$ cat src/aarl_pkg.sv
/*
 * Constants for the ADC averaging and result latch block: register
 * indices, field positions, reset values and widths.
 * Assumes a 32-bit classic Wishbone register bus with byte addresses.
 */
`default_nettype none

package aarl_pkg;

    // Register indices; byte address is four times the index
    localparam logic [7:0] IDX_CHAN_CTRL = 8'hb0;
    localparam logic [7:0] IDX_CONV_CFG = 8'hb1;
    localparam logic [7:0] IDX_IRQ_STATUS = 8'hb2;
    localparam logic [7:0] IDX_IRQ_MASK = 8'hb3;
    localparam logic [7:0] IDX_A_LOW = 8'hba;
    localparam logic [7:0] IDX_A_HIGH = 8'hbb;
    localparam logic [7:0] IDX_B_LOW = 8'hbc;
    localparam logic [7:0] IDX_B_HIGH = 8'hbd;
    localparam logic [7:0] IDX_C_LOW = 8'hbe;
    localparam logic [7:0] IDX_C_HIGH = 8'hbf;
    localparam logic [7:0] IDX_D_LOW = 8'haa;
    localparam logic [7:0] IDX_D_HIGH = 8'hab;

    localparam int ADR_W = 10;
    localparam int DAT_W = 32;
    localparam int NCHAN = 4;
    localparam int RES_W = 12;
    localparam int SUM_W = 18;
    localparam int CNT_W = 7;

    // Channel control: enable of channel i at EN_TOP-i, flag at FLAG_TOP-i
    localparam int EN_TOP = 7;
    localparam int FLAG_TOP = 3;

    // Converter configuration fields
    localparam int CFG_AVG_LSB = 0;
    localparam int CFG_FMT_BIT = 3;
    localparam int CFG_RUN_BIT = 4;

    localparam logic [3:0] RST_CHAN_EN = 4'h0;
    localparam logic [2:0] RST_AVG = 3'h0;
    localparam logic RST_FMT = 1'b0;
    localparam logic RST_RUN = 1'b0;
    localparam logic [3:0] RST_IRQ_MASK = 4'h0;

    localparam logic [2:0] AVG_TEST = 3'h7;

endpackage : aarl_pkg

`default_nettype wire

$ cat src/aarl_avg_if.sv
/*
 * Link between the register block and one channel's averager.
 * Assumes both ends run on the same clock.
 */
`timescale 1ns/1ps
`default_nettype none

interface aarl_avg_if;
    logic sample_vld;
    logic [aarl_pkg::RES_W-1:0] sample;
    logic [2:0] avg_sel;
    logic restart;
    logic result_vld;
    logic [aarl_pkg::RES_W-1:0] result;

    modport owner (
        output sample_vld, sample, avg_sel, restart,
        input result_vld, result
    );
    modport accum (
        input sample_vld, sample, avg_sel, restart,
        output result_vld, result
    );
endinterface : aarl_avg_if

`default_nettype wire

$ cat src/aarl_top.sv
/*
 * Four-channel ADC result averaging and latching, with channel enables,
 * completion flags, read-only result bytes and an interrupt, behind a
 * classic Wishbone slave.
 * Assumes the converter delivers one sample per conv_valid_i pulse,
 * tagged with its channel, and only while conv_run_o is high.
 */
// Local design decisions: register access over Wishbone and the placing of the registers.
// Behaviour
// (RQ1) Averaging code 0..6 averages 1..64 samples; code 7 is test mode.
// (RQ2) Software changes averaging only while stopped; it resets to zero.
// (RQ3) A channel converts only while its enable bit is one.
// (RQ4) Writing a result sets the channel's done flag and raises interrupt.
// (RQ5) Reading a channel's low result byte clears its done flag.
// (RQ6) While a done flag is set, that channel's result is not overwritten.
// (RQ7) Software reads the high byte before the low byte.
// (RQ8) Result byte registers are read-only; writes are ignored.
// (RQ9) Both result bytes follow the selected result alignment.
// (RQ10) Result bytes sit at fixed indices; their reset content is undefined.

`timescale 1ns/1ps
`default_nettype none

module aarl_top (
    input wire logic mclk_i,
    input wire logic reset_i,
    input wire logic wb_cyc_i,
    input wire logic wb_stb_i,
    input wire logic wb_we_i,
    input wire logic [aarl_pkg::ADR_W-1:0] wb_adr_i,
    input wire logic [3:0] wb_sel_i,
    input wire logic [aarl_pkg::DAT_W-1:0] wb_dat_i,
    output logic [aarl_pkg::DAT_W-1:0] wb_dat_o,
    output logic wb_ack_o,
    input wire logic conv_valid_i,
    input wire logic [1:0] conv_chan_i,
    input wire logic [aarl_pkg::RES_W-1:0] conv_data_i,
    output logic conv_run_o,
    output logic [aarl_pkg::NCHAN-1:0] chan_convert_en_o,
    output logic irq_o
);

    // Channel count; index 0 is channel A
    localparam int N = aarl_pkg::NCHAN;

    // =========================================================
    // State
    // =========================================================
    logic ack;
    logic [aarl_pkg::DAT_W-1:0] rdata;
    logic next_ack;
    logic [aarl_pkg::DAT_W-1:0] next_rdata;

    logic [N-1:0] chan_convert_en;
    logic [2:0] sample_average_sel;
    logic result_format_sel;
    logic run;
    logic [N-1:0] irq_mask;
    logic [N-1:0] next_chan_convert_en;
    logic [2:0] next_sample_average_sel;
    logic next_result_format_sel;
    logic next_run;
    logic [N-1:0] next_irq_mask;

    // Done flags and the latched result words
    logic [N-1:0] done_flag;
    logic [aarl_pkg::RES_W-1:0] result [N];
    logic [N-1:0] next_done_flag;
    logic [aarl_pkg::RES_W-1:0] next_result [N];

    // Sticky interrupt status, one bit per channel
    logic [N-1:0] irq_status;
    logic [N-1:0] next_irq_status;

    logic access;
    logic wr_strobe;
    logic rd_strobe;
    logic [7:0] idx;
    logic [N-1:0] low_read;
    logic [N-1:0] result_load;
    logic [N-1:0] avg_done;
    logic [aarl_pkg::RES_W-1:0] avg_result [N];
    logic [7:0] high_byte [N];
    logic [7:0] low_byte [N];

    // A request is taken once: ack high blocks a second take of it
    assign access = wb_cyc_i && wb_stb_i && !ack;
    // Control fields all sit in byte lane 0
    assign wr_strobe = access && wb_we_i && wb_sel_i[0];
    assign rd_strobe = access && !wb_we_i;
    // Register index; the two low address bits are ignored
    assign idx = wb_adr_i[aarl_pkg::ADR_W-1:2];

    // =========================================================
    // Per-channel averaging, latching and byte formatting
    // =========================================================
    // One averager and one result latch per channel
    for (genvar ch = 0; ch < N; ch++) begin : g_chan
        aarl_avg_if avg_bus ();
        // Index of this channel's low result byte
        logic [7:0] low_idx;

        always_comb begin
            unique case (ch)
                0: low_idx = aarl_pkg::IDX_A_LOW;
                1: low_idx = aarl_pkg::IDX_B_LOW;
                2: low_idx = aarl_pkg::IDX_C_LOW;
                default: low_idx = aarl_pkg::IDX_D_LOW;
            endcase
        end

        // Samples of a disabled channel never reach its averager
        assign avg_bus.sample_vld = conv_valid_i && run &&
            chan_convert_en[ch] && (conv_chan_i == 2'(ch)); // [RQ3]
        assign avg_bus.sample = conv_data_i;
        assign avg_bus.avg_sel = sample_average_sel; // [RQ1]
        // Stopping or disabling a channel drops its partial average
        assign avg_bus.restart = !run || !chan_convert_en[ch];
        // One-cycle pulse when an average completes
        assign avg_done[ch] = avg_bus.result_vld;
        assign avg_result[ch] = avg_bus.result;

        aarl_accum aarl_accum_i (
            .mclk_i (mclk_i),
            .reset_i (reset_i),
            .avg (avg_bus.accum)
        );

        // Only the low byte read frees the channel
        assign low_read[ch] = rd_strobe && (idx == low_idx); // [RQ5]
        // A held result blocks new results while the flag is set; a blocked one is lost
        assign result_load[ch] = avg_done[ch] && !done_flag[ch]; // [RQ6]

        // Alignment applies at read time, so a format change needs no reload
        always_comb begin
            if (result_format_sel) begin // [RQ9]
                high_byte[ch] = result[ch][11:4];
                low_byte[ch] = {result[ch][3:0], 4'h0};
            end else begin
                high_byte[ch] = {4'h0, result[ch][11:8]};
                low_byte[ch] = result[ch][7:0];
            end
        end
    end

    // =========================================================
    // Flags and result storage
    // =========================================================
    // A low read during a blocked load clears the flag; that result is lost
    always_comb begin
        next_done_flag = done_flag;
        next_result = result;
        for (int i = 0; i < N; i++) begin
            if (low_read[i]) begin
                next_done_flag[i] = 1'b0; // [RQ5]
            end
            if (result_load[i]) begin
                next_result[i] = avg_result[i]; // [RQ4]
                next_done_flag[i] = 1'b1; // [RQ4]
            end
        end
    end

    // Result words keep no reset value
    always_ff @(posedge mclk_i) begin
        if (reset_i) begin
            done_flag <= '0;
        end else begin
            done_flag <= next_done_flag;
        end
        result <= next_result; // [RQ10]
    end

    // =========================================================
    // Software-written control
    // =========================================================
    always_comb begin
        next_chan_convert_en = chan_convert_en;
        next_sample_average_sel = sample_average_sel;
        next_result_format_sel = result_format_sel;
        next_run = run;
        next_irq_mask = irq_mask;
        // Done flags and result bytes take no write data [RQ8]
        if (wr_strobe) begin
            unique case (idx)
                aarl_pkg::IDX_CHAN_CTRL: begin
                    for (int i = 0; i < N; i++) begin
                        next_chan_convert_en[i] =
                            wb_dat_i[aarl_pkg::EN_TOP-i]; // [RQ3]
                    end
                end
                aarl_pkg::IDX_CONV_CFG: begin
                    // Averaging code should change only while stopped
                    next_sample_average_sel =
                        wb_dat_i[aarl_pkg::CFG_AVG_LSB +: 3]; // [RQ1]
                    next_result_format_sel =
                        wb_dat_i[aarl_pkg::CFG_FMT_BIT];
                    next_run = wb_dat_i[aarl_pkg::CFG_RUN_BIT];
                end
                aarl_pkg::IDX_IRQ_MASK: begin
                    next_irq_mask = wb_dat_i[N-1:0];
                end
                default: begin
                end
            endcase
        end
    end

    // Control comes out of reset stopped, disabled and fully masked
    always_ff @(posedge mclk_i) begin
        if (reset_i) begin
            chan_convert_en <= aarl_pkg::RST_CHAN_EN;
            sample_average_sel <= aarl_pkg::RST_AVG; // [RQ2]
            result_format_sel <= aarl_pkg::RST_FMT;
            run <= aarl_pkg::RST_RUN;
            irq_mask <= aarl_pkg::RST_IRQ_MASK;
        end else begin
            chan_convert_en <= next_chan_convert_en;
            sample_average_sel <= next_sample_average_sel;
            result_format_sel <= next_result_format_sel;
            run <= next_run;
            irq_mask <= next_irq_mask;
        end
    end

    // =========================================================
    // Interrupt status, write one to clear, set wins
    // =========================================================
    always_comb begin
        next_irq_status = irq_status;
        if (wr_strobe && idx == aarl_pkg::IDX_IRQ_STATUS) begin
            next_irq_status = irq_status & ~wb_dat_i[N-1:0];
        end
        // Set after clear, so a new result in the clearing cycle survives
        next_irq_status = next_irq_status | result_load; // [RQ4]
    end

    always_ff @(posedge mclk_i) begin
        if (reset_i) begin
            irq_status <= '0;
        end else begin
            irq_status <= next_irq_status;
        end
    end

    // Level output: high while any unmasked status bit is set
    assign irq_o = |(irq_status & irq_mask); // [RQ4]

    // =========================================================
    // Wishbone answer: ack one cycle after the request
    // =========================================================
    always_comb begin
        // Read data is captured at the taking edge and stands with ack
        next_ack = access;
        next_rdata = rdata;
        if (rd_strobe) begin
            // Unmapped indices read as zero
            next_rdata = '0;
            unique case (idx)
                aarl_pkg::IDX_CHAN_CTRL: begin
                    for (int i = 0; i < N; i++) begin
                        next_rdata[aarl_pkg::EN_TOP-i] = chan_convert_en[i];
                        next_rdata[aarl_pkg::FLAG_TOP-i] = done_flag[i];
                    end
                end
                aarl_pkg::IDX_CONV_CFG: begin
                    next_rdata[aarl_pkg::CFG_AVG_LSB +: 3] =
                        sample_average_sel;
                    next_rdata[aarl_pkg::CFG_FMT_BIT] = result_format_sel;
                    next_rdata[aarl_pkg::CFG_RUN_BIT] = run;
                end
                aarl_pkg::IDX_IRQ_STATUS: next_rdata[N-1:0] = irq_status;
                aarl_pkg::IDX_IRQ_MASK: next_rdata[N-1:0] = irq_mask;
                aarl_pkg::IDX_A_LOW: next_rdata[7:0] = low_byte[0];
                aarl_pkg::IDX_A_HIGH: next_rdata[7:0] = high_byte[0];
                aarl_pkg::IDX_B_LOW: next_rdata[7:0] = low_byte[1];
                aarl_pkg::IDX_B_HIGH: next_rdata[7:0] = high_byte[1];
                aarl_pkg::IDX_C_LOW: next_rdata[7:0] = low_byte[2];
                aarl_pkg::IDX_C_HIGH: next_rdata[7:0] = high_byte[2];
                aarl_pkg::IDX_D_LOW: next_rdata[7:0] = low_byte[3];
                aarl_pkg::IDX_D_HIGH: next_rdata[7:0] = high_byte[3];
                default: begin
                end
            endcase
        end
    end

    always_ff @(posedge mclk_i) begin
        if (reset_i) begin
            ack <= 1'b0;
            rdata <= '0;
        end else begin
            ack <= next_ack;
            rdata <= next_rdata;
        end
    end

    // Bus and converter outputs come straight from registers
    assign wb_ack_o = ack;
    assign wb_dat_o = rdata;
    assign conv_run_o = run;
    assign chan_convert_en_o = chan_convert_en;

endmodule : aarl_top

`default_nettype wire

$ cat src/aarl_accum.sv
/*
 * Averager for one channel: sums 2**avg_sel samples, one for test code 7, then
 * reports the sum shifted right by avg_sel, by zero for code 7, as a one-cycle result.
 * Assumes restart is held while the converter is stopped.
 */
`timescale 1ns/1ps
`default_nettype none

module aarl_accum (
    input wire logic mclk_i,
    input wire logic reset_i,
    aarl_avg_if.accum avg
);

    logic [aarl_pkg::SUM_W-1:0] sum;
    logic [aarl_pkg::CNT_W-1:0] cnt;
    logic result_vld;
    logic [aarl_pkg::RES_W-1:0] result;
    logic [aarl_pkg::SUM_W-1:0] next_sum;
    logic [aarl_pkg::CNT_W-1:0] next_cnt;
    logic next_result_vld;
    logic [aarl_pkg::RES_W-1:0] next_result;
    logic [aarl_pkg::SUM_W-1:0] total;
    logic [aarl_pkg::CNT_W-1:0] target;
    logic [2:0] shift;

    // =========================================================
    // Averaging
    // =========================================================
    always_comb begin
        // Test mode code behaves as single sample
        shift = (avg.avg_sel == aarl_pkg::AVG_TEST) ? 3'h0 : avg.avg_sel;
        target = aarl_pkg::CNT_W'(1) << shift; // [RQ1]
        total = sum + aarl_pkg::SUM_W'(avg.sample);
        next_sum = sum;
        next_cnt = cnt;
        next_result_vld = 1'b0;
        next_result = result;
        if (avg.restart) begin
            next_sum = '0;
            next_cnt = '0;
        end else if (avg.sample_vld) begin
            if (cnt + 7'h01 == target) begin
                next_result_vld = 1'b1;
                next_result = aarl_pkg::RES_W'(total >> shift); // [RQ1]
                next_sum = '0;
                next_cnt = '0;
            end else begin
                next_sum = total;
                next_cnt = cnt + 7'h01;
            end
        end
    end

    always_ff @(posedge mclk_i) begin
        if (reset_i) begin
            sum <= '0;
            cnt <= '0;
            result_vld <= 1'b0;
            result <= '0;
        end else begin
            sum <= next_sum;
            cnt <= next_cnt;
            result_vld <= next_result_vld;
            result <= next_result;
        end
    end

    assign avg.result_vld = result_vld;
    assign avg.result = result;

endmodule : aarl_accum

`default_nettype wire

$ cat config.mk
export PLATFORM = sky130hd
export DESIGN_NAME = aarl_top
export DESIGN_NICKNAME = d
export VERILOG_FILES = /design/src/aarl_pkg.sv /design/src/aarl_avg_if.sv /design/src/aarl_top.sv /design/src/aarl_accum.sv
export SDC_FILE = /design/constraint.sdc
export NUM_CORES = 1
export LEC_CHECK = 0
export BUFFER_PORTS_ARGS = -buffer_cell sky130_fd_sc_hd__buf_2
export CAP_MARGIN = 10
export CORE_MARGIN = 3
export CORE_UTILIZATION = 45
export CTS_CLUSTER_DIAMETER = 40
export CTS_CLUSTER_SIZE = 8
export DETAILED_ROUTE_END_ITERATION = 10
export HOLD_SLACK_MARGIN = 0.12
export PLACE_DENSITY = 0.71
export SLEW_MARGIN = 0
export SYNTH_ARGS = -nofsm -noshare
export SYNTH_HDL_FRONTEND = slang
export SYNTH_SLANG_ARGS = --single-unit
export TNS_END_PERCENT = 1
$ cat constraint.sdc
create_clock -name mclk_i -period 3.44 [get_ports mclk_i]
set_clock_uncertainty 0.15 [all_clocks]
set_input_delay 0.172 -clock mclk_i [delete_from_list [all_inputs] [get_ports mclk_i]]
set_output_delay 0.172 -clock mclk_i [all_outputs]
set_load 0.1 [all_outputs]
==> results of run 1 <==
[metal layers]
layer	GRT usage [%]	share of wire [%]	up-vias
met4	10.5	4.0	2
li1	-	-	7614
met1	40.4	44	7765
met2	44.2	44	825
met3	4.97	8.9	153
met5	0	0.023	-
[cell usage after synthesis, types with 8 or more instances]
cell       number
nor3_1         70
nand3_1        67
nor4_1         10
o211a_1         8
a211oi_1       41
o22ai_1        11
clkbuf_1       77
or3_1          15
mux4_2          9
edfxtp_1       48
a21oi_1       217
nor2_1        224
buf_2          45
o211ai_1       29
a222oi_1        8
a21boi_0        8
nand3b_1       25
o21ai_0       118
nand4_1        16
mux2i_1        26
a31oi_1        25
inv_1          35
a2111oi_0      12
nand2_1       198
and3_1         17
xnor2_1        38
buf_4          26
nor2b_1         8
xor2_1         36
dfxtp_1       182
nor3b_1        12
o21a_1         13
nand2b_1       19
or2_2           8
ha_1           52
a2bb2oi_1      12
a21o_1         27
and2_1         12
a22oi_1        40
[cell families after synthesis]
logic type	Yosys count	share of synthesized area, %
flip-flops	230	32.0
multiplexers	42	3.41
adder cells (fa/ha/maj)	56	4.60
other	1	0.0236
AO/OA/AOI/OAI	670	27.7
XOR/XNOR	74	4.08
buffers and inverters	197	5.80
AND/OR/NAND/NOR	737	22.4
[cell type report]
class,instances,area (sq um),area share (%)
Timing Repair Buffer,183,1350,7.18
Multi-Input combinational cell,1603,10000,53.6
Clock inverter,20,289,1.54
Inverter,37,139,0.740
Clock buffer,64,1280,6.82
Tap cell,455,569,3.03
Sequential cell,230,5090,27.1
[registers in the layout, indices dropped and copies added, names as in the netlist, 3 cells and up]
signal / flops
chan_convert_en_o: 4
irq_status: 4
g_chan.aarl_accum_i.sum: 72
irq_mask: 4
g_chan.aarl_accum_i.avg.result_vld: 4
done_flag: 4
wb_dat_o: 8
g_chan.aarl_accum_i.cnt: 28
g_chan.avg_bus.avg_sel: 3
result: 48
g_chan.aarl_accum_i.avg.result: 48
[how the worst max path moves through the flow]
stage	startpoint	to	slack, ns	depth (start not counted)
final	wb_adr_i[8]	wb_dat_o[3]$_SDFFE_PP0P_	0.09	13
after global routing	conv_data_i[0]	g_chan[2].aarl_accum_i.avg.result[7]$_SDFFE_PP0P_	-0.03	12
after CTS	conv_data_i[0]	g_chan[2].aarl_accum_i.avg.result[5]$_SDFFE_PP0P_	0.04	12
after detailed placement	conv_data_i[0]	g_chan[2].aarl_accum_i.avg.result[5]$_SDFFE_PP0P_	0.02	11
after global placement	conv_data_i[0]	g_chan[2].aarl_accum_i.avg.result[7]$_SDFFE_PP0P_	0.07	11
after floorplan	g_chan[2].aarl_accum_i.sum[0]$_SDFFE_PP0P_	g_chan[2].aarl_accum_i.avg.result[11]$_SDFFE_PP0P_	0.43	10
[layout by cell type (no fill, tap or decap), types with 15 or more instances in the layout]
cell,n
and3_1,17
a21o_1,27
dfxtp_1,181
nand2b_1,18
a22oi_1,40
clkbuf_16,47
xor2_1,35
o21ai_0,118
xnor2_1,36
nor3_1,70
nand3_1,67
a211oi_1,39
inv_1,35
buf_2,51
a31oi_1,25
buf_4,100
nand3b_1,25
nand2_1,198
mux2i_1,26
o211ai_1,29
dlygate4sd3_1,30
nor2_1,221
conb_1,24
nand4_1,16
ha_1,52
or3_1,15
a21oi_1,215
edfxtp_1,48
[power groups by stage]
stage	Sequential [mW]	Combinational, mW	Clock (mW)
finish	2.75	0.526	4.48
global route	2.75	0.558	4.66
CTS	2.75	0.508	4.54
detailed placement	2.80	0.485	0
global placement	2.80	0.482	0
floorplan	2.81	0.362	0
[what timing repair did]
action | 4_1_cts | 5_1_grt
buffers inserted | 0 | 0
endpoints found under the setup margin | 0 | 18
hold buffers | 30 | 0
resized for setup | 0 | 15
endpoints found under the hold margin | 39 | 0
[worst register-to-register path: cells and delay by family, from the launching register on]
| kind | cells | cell delay, ns |
|---|---|---|
| adders and majority gates | 2 | 0.65 |
| AOI/OAI and AO/OA | 8 | 2.06 |
| DFF | 1 | 0.31 |
==> flow_summary.toml, run 1 <==
[timing]
finalHoldViolCount = 0
finalSetupViolCount = 0
worst_slack_ns = 0.0931
min_period_over_period_pct = 97.3
rsz0062_at_grt = "yes"
tightest_slew_ns = 1.18
relSlewSlack_pct = 21.4
setup_tns_ns = 0
final_max_slew_viol_count = 0
fin_crit_ns = 3.35
fmax_mhz = 299
whs_ns = 0.163

[power]
finalPower_mw = 7.76
power_frac_comb_pct = 6.8
power.switching_mw = 1.94
p_leak_nw = 6.79
p_int_mw = 5.82
ir_drop_v = 0.000408
clkPwrFrac_pct = 57.8
seq_power_share_pct = 35.5
power.density_nw_per_um2 = 414
switching_share_pct = 25.0

[global_routing]
grt_max_degree = 67
grt_overflow_total = 0
grtUsageTotal_pct = 28.6
antenna_found_initial = 1
grt_pass1_vias = 15100
grt_pass1_wl_um = 87100

[setup_path]
cp.required_ns = 3.80
critical_path_class = "primary input to flop"
ff2ff_path_depth = 10
reg2reg_to = "g_chan[1].aarl_accum_i.avg.result[11]$_SDFFE_PP0P_"
critical_path_arrival_ns = 3.71
cp_common_cell = "dlygate4sd3_1"
crit_family = "buffers and inverters"
cpPeakStageDelay_ns = 0.62
cp_slowest_cell = "dlygate4sd3_1"
path_buf_inv = 5
crit_path_start_kind = "primary input"
rrSetupSlack_ns = 0.15
endpoint_kind = "flop"
cp_max_fo = 10
cp_cell_sequence = "dlygate4sd3_1 > buf_2 > nand4b_2 > nor4_4 > dlygate4sd3_1 > buf_4 > a22oi_1 > nand2_1 > a221oi_1 > o22ai_1 > o21ai_0 > dlygate4sd3_1 > a21oi_1"
r2r_start = "g_chan[1].aarl_accum_i.sum[0]$_SDFFE_PP0P_"

[hold_path]
hold_depth = 3
holdPathEnd = "g_chan[2].aarl_accum_i.avg.result_vld$_SDFF_PP0_"
hold_start = "reset_i"
worst_hold_path_type = "primary input to flop"

[placement]
place_area_sq_um = 16800
dpl.cell_count = 2478
io_buffers = 51
pre_cts_ws_ns = 0.0207
gp_congestion = 0.998
dp_hpwl_um = 40800

[clock_network]
clock_sinks = 230
clk_latency_ns = 0.59
htree_levels = 2
numCtsBuffers = 46
clkTransAtPathRegs_ns = 0.05
cts_tree = "yes"
clockRootBuffer = "clkbuf_16"
cts_buffer_depth = 3

[die]
die_w_um = 194
die-area_sq_um = 37600
core_sq_um = 34700
die_h_um = 194
rows = 68
pin_count = 105
start_util_pct = 45.8

[routing]
drc = 0
drt_wl_total_um = 56100
ant_nets = 0
drt_first_pass_iters = 8
vias_per_cell = 6.31
vias = 16400
drt_iter0_markers = 1926
avgRoutedWirePerCell_um = 21.6

[logic_synthesis]
synth_largest_area_cell = "dfxtp_1"
synth.avg_cell_area_sq_um = 7.92
synth_top_cell_area_share_pct = 22.9
ys.flop_type = "dfxtp_1"
syn_area_sq_um = 15900
async_flop_share_pct = 0
synth.top_cells.by_area = "dfxtp_1 (23%), edfxtp_1 (9.1%), a21oi_1 (6.8%)"
postSynthCellCount = 2007
synth_edf_count = 48
synth_seq_cells = 230
ys.warnings.count = 0
synth.yosys.seq_area_share_pct = 32.0
yosysUniqueCellTypes = 100

[final_layout]
final_net_count = 2223
layoutNonFillerInstCount = 2592
drive_above_1_share_pct = 13.9
area_growth_pct = 18.1
fillCellCount = 3208
insertedDiodeCount = 0
final_util_pct = 54.0
design_area_sq_um = 18800

[flow_run]
maxCapViolCount = 0

[outcome]
status = "finished clean"
Note: power is estimated with default switching activity, not from simulation.
==> run 2, diff against run 1 <==
- CELL_PAD_IN_SITES_DETAIL_PLACEMENT: unset -> 1
- CELL_PAD_IN_SITES_GLOBAL_PLACEMENT: unset -> 1
- CTS_BUF_LIST: unset -> sky130_fd_sc_hd__clkbuf_8
- PLACE_DENSITY: 0.71 -> 0.88
- SKIP_LAST_GASP: unset -> 1
==> run 2 against run 1 <==
Via count grew 3.4%. Setup slack got worse by 0.076 ns. Highest routed layer is now met4. Sequential cell count did not move. Critical path depth is the same. Sequential share of layout area grew 0.64 points. Cell area is 2.3% lower. Count of clock-buffer cells in the layout fell by 13. Clock power fell by 29%. Critical endpoint is now g_chan[0].aarl_accum_i.avg.result[7]$_SDFFE_PP0P_. Register-to-register slack worse by 0.10 ns.
==> flow_summary.toml, run 2 (same netlist as run 1, synthesis figures left out) <==
[global_routing]
antenna_found_initial = 1
grt_overflow_total = 0
grtUsageTotal_pct = 33.0
grt_max_degree = 45
grt_pass1_wl_um = 99600
grt_pass1_vias = 16900

[timing]
relSlewSlack_pct = 23.5
fmax_mhz = 292
tightest_slew_ns = 1.14
fin_crit_ns = 3.42
finalHoldViolCount = 0
rsz0062_at_grt = "yes"
min_period_over_period_pct = 99.5
finalSetupViolCount = 0
whs_ns = 0.205
worst_slack_ns = 0.0170
final_max_slew_viol_count = 0

[routing]
vias_per_cell = 6.49
drt_first_pass_iters = 6
drc = 0
drt_iter0_markers = 1614
vias = 16900
avgRoutedWirePerCell_um = 24.7
drt_wl_total_um = 64400
ant_nets = 0

[clock_network]
cts_setup_buffers = 0
clockRootBuffer = "clkbuf_8"
clock_sinks = 230
htree_levels = 2
clkTransAtPathRegs_ns = 0.06
clk_latency_ns = 0.65
numCtsBuffers = 47
cts_buffer_depth = 3
cts_tree = "yes"

[final_layout]
regArea_sq_um = 5090
final_net_count = 2235
final_util_pct = 52.8
fillCellCount = 4251
layoutNonFillerInstCount = 2607
most-common-layout-cells = "nor2_1 (222), a21oi_1 (216), nand2_1 (198)"
reg_top3 = "g_chan.aarl_accum_i.sum x72, g_chan.aarl_accum_i.avg.result x48, result x48"
drive_above_1_share_pct = 13.5
area_growth_pct = 15.4
regMostFlops = "g_chan.aarl_accum_i.sum"
final_common_cell = "nor2_1"
multi_input_area_sq_um = 9990
largest_reg_flops = 72

[hold_path]
worst_hold_path_type = "primary input to flop"
hold_depth = 4

[power]
power.density_nw_per_um2 = 354
finalPower_mw = 6.48
ir_drop_v = 0.000238
p_leak_nw = 6.66

[die]
die_h_um = 194
die_w_um = 194
pin_count = 105
rows = 68
start_util_pct = 45.8
core_sq_um = 34700
die-area_sq_um = 37600

[setup_path]
critical_path_arrival_ns = 3.85
crit_family = "compound AO/OA/AOI/OAI gates"
cp_max_fo = 4
crit_path_start_kind = "primary input"
cp.required_ns = 3.86
cp_slowest_cell = "dlygate4sd3_1"
path_buf_inv = 3
ff2ff_path_depth = 10
critical_path_class = "primary input to flop"
endpoint_kind = "flop"
cp_cell_sequence = "dlygate4sd3_1 > buf_2 > buf_4 > ha_1 > fa_1 > a21oi_1 > o211ai_1 > and2_0 > xnor2_1 > a221o_1 > a211oi_1 > a21oi_1 > a211oi_1"
cpPeakStageDelay_ns = 0.53
cp_num_cells = 13

[placement]
gp_congestion = 0.974
io_buffers = 51
pre_cts_ws_ns = 0.00576
dpl.cell_count = 2479
dp_hpwl_um = 46100

[flow_run]
maxCapViolCount = 0

[outcome]
status = "finished clean"
[run 2: cell count changes in the layout (fill, tap and decap cells not counted), moves of 3 or more]
| cell | change |
|---|---|
| clkbuf_16 | -47 |
| clkbuf_1 | -13 |
| buf_12 | +4 |
| dlygate4sd3_1 | +10 |
| inv_1 | +12 |
| clkbuf_8 | +47 |
| buf_4 | -3 |
[run 2: final cells by class]
type                    count  area share, %
diodes                      1         0.0137
flip-flops and latches    230           27.7
clock inverters            36           1.82
repair buffers            194           8.21
multi-input cells        1603           54.5
well taps                 455           3.11
clock buffers              51           3.83
inverters                  37          0.758
[run 2: path summary, 6_finish.rpt]
path | from | endpoint | slack, ns
worst min-delay path | conv_data_i[1] | g_chan[3].aarl_accum_i.sum[1]$_SDFFE_PP0P_ | 0.21
worst max-delay path | conv_data_i[0] | g_chan[0].aarl_accum_i.avg.result[7]$_SDFFE_PP0P_ | 0.02
worst max register to register | g_chan[1].aarl_accum_i.sum[0]$_SDFFE_PP0P_ | g_chan[1].aarl_accum_i.avg.result[11]$_SDFFE_PP0P_ | 0.05
worst min register to register | g_chan[2].aarl_accum_i.avg.result[0]$_SDFFE_PP0P_ | result[12]$_DFFE_PP_ | 0.29
[run 2: tightest hold or removal path, delay by kind of cell]
kind,cells,cell delay (ns)
buf+inv,1,0.23
simple gates,1,0.10
fa+ha+maj,1,0.30
compound gates,1,0.15
[run 2: stage by stage]
| step | setup TNS, ns | instance area [sq um] |
|---|---|---|
| after detailed placement | 0 | 16900 |
| after CTS | 0 | 18300 |
| after global routing | -1.69 | 18300 |
| final | 0 | 18300 |
| after floorplan | 0 | 16000 |
| after global placement | 0 | 16900 |
[run 2: timing repair]
| item | 4_1_cts | 5_1_grt |
|---|---|---|
| hold buffers | 40 | 0 |
| gates resized for setup | 0 | 2 |
| endpoints found under the setup margin | 0 | 28 |
| hold endpoints to repair | 67 | 0 |
[run 2: report_power, final]
group          switching (mW)  internal, mW
Sequential            0.00106          2.74
Clock                    1.42          1.78
Combinational           0.390         0.152
[run 2: routing by layer]
layer	track usage, %	vias to the layer above	part of all wire (%)
met5	0	-	0
met4	17.4	0	6.0
met3	5.89	205	7.8
met2	52.4	772	45
met1	43.0	8294	41
li1	-	7646	-
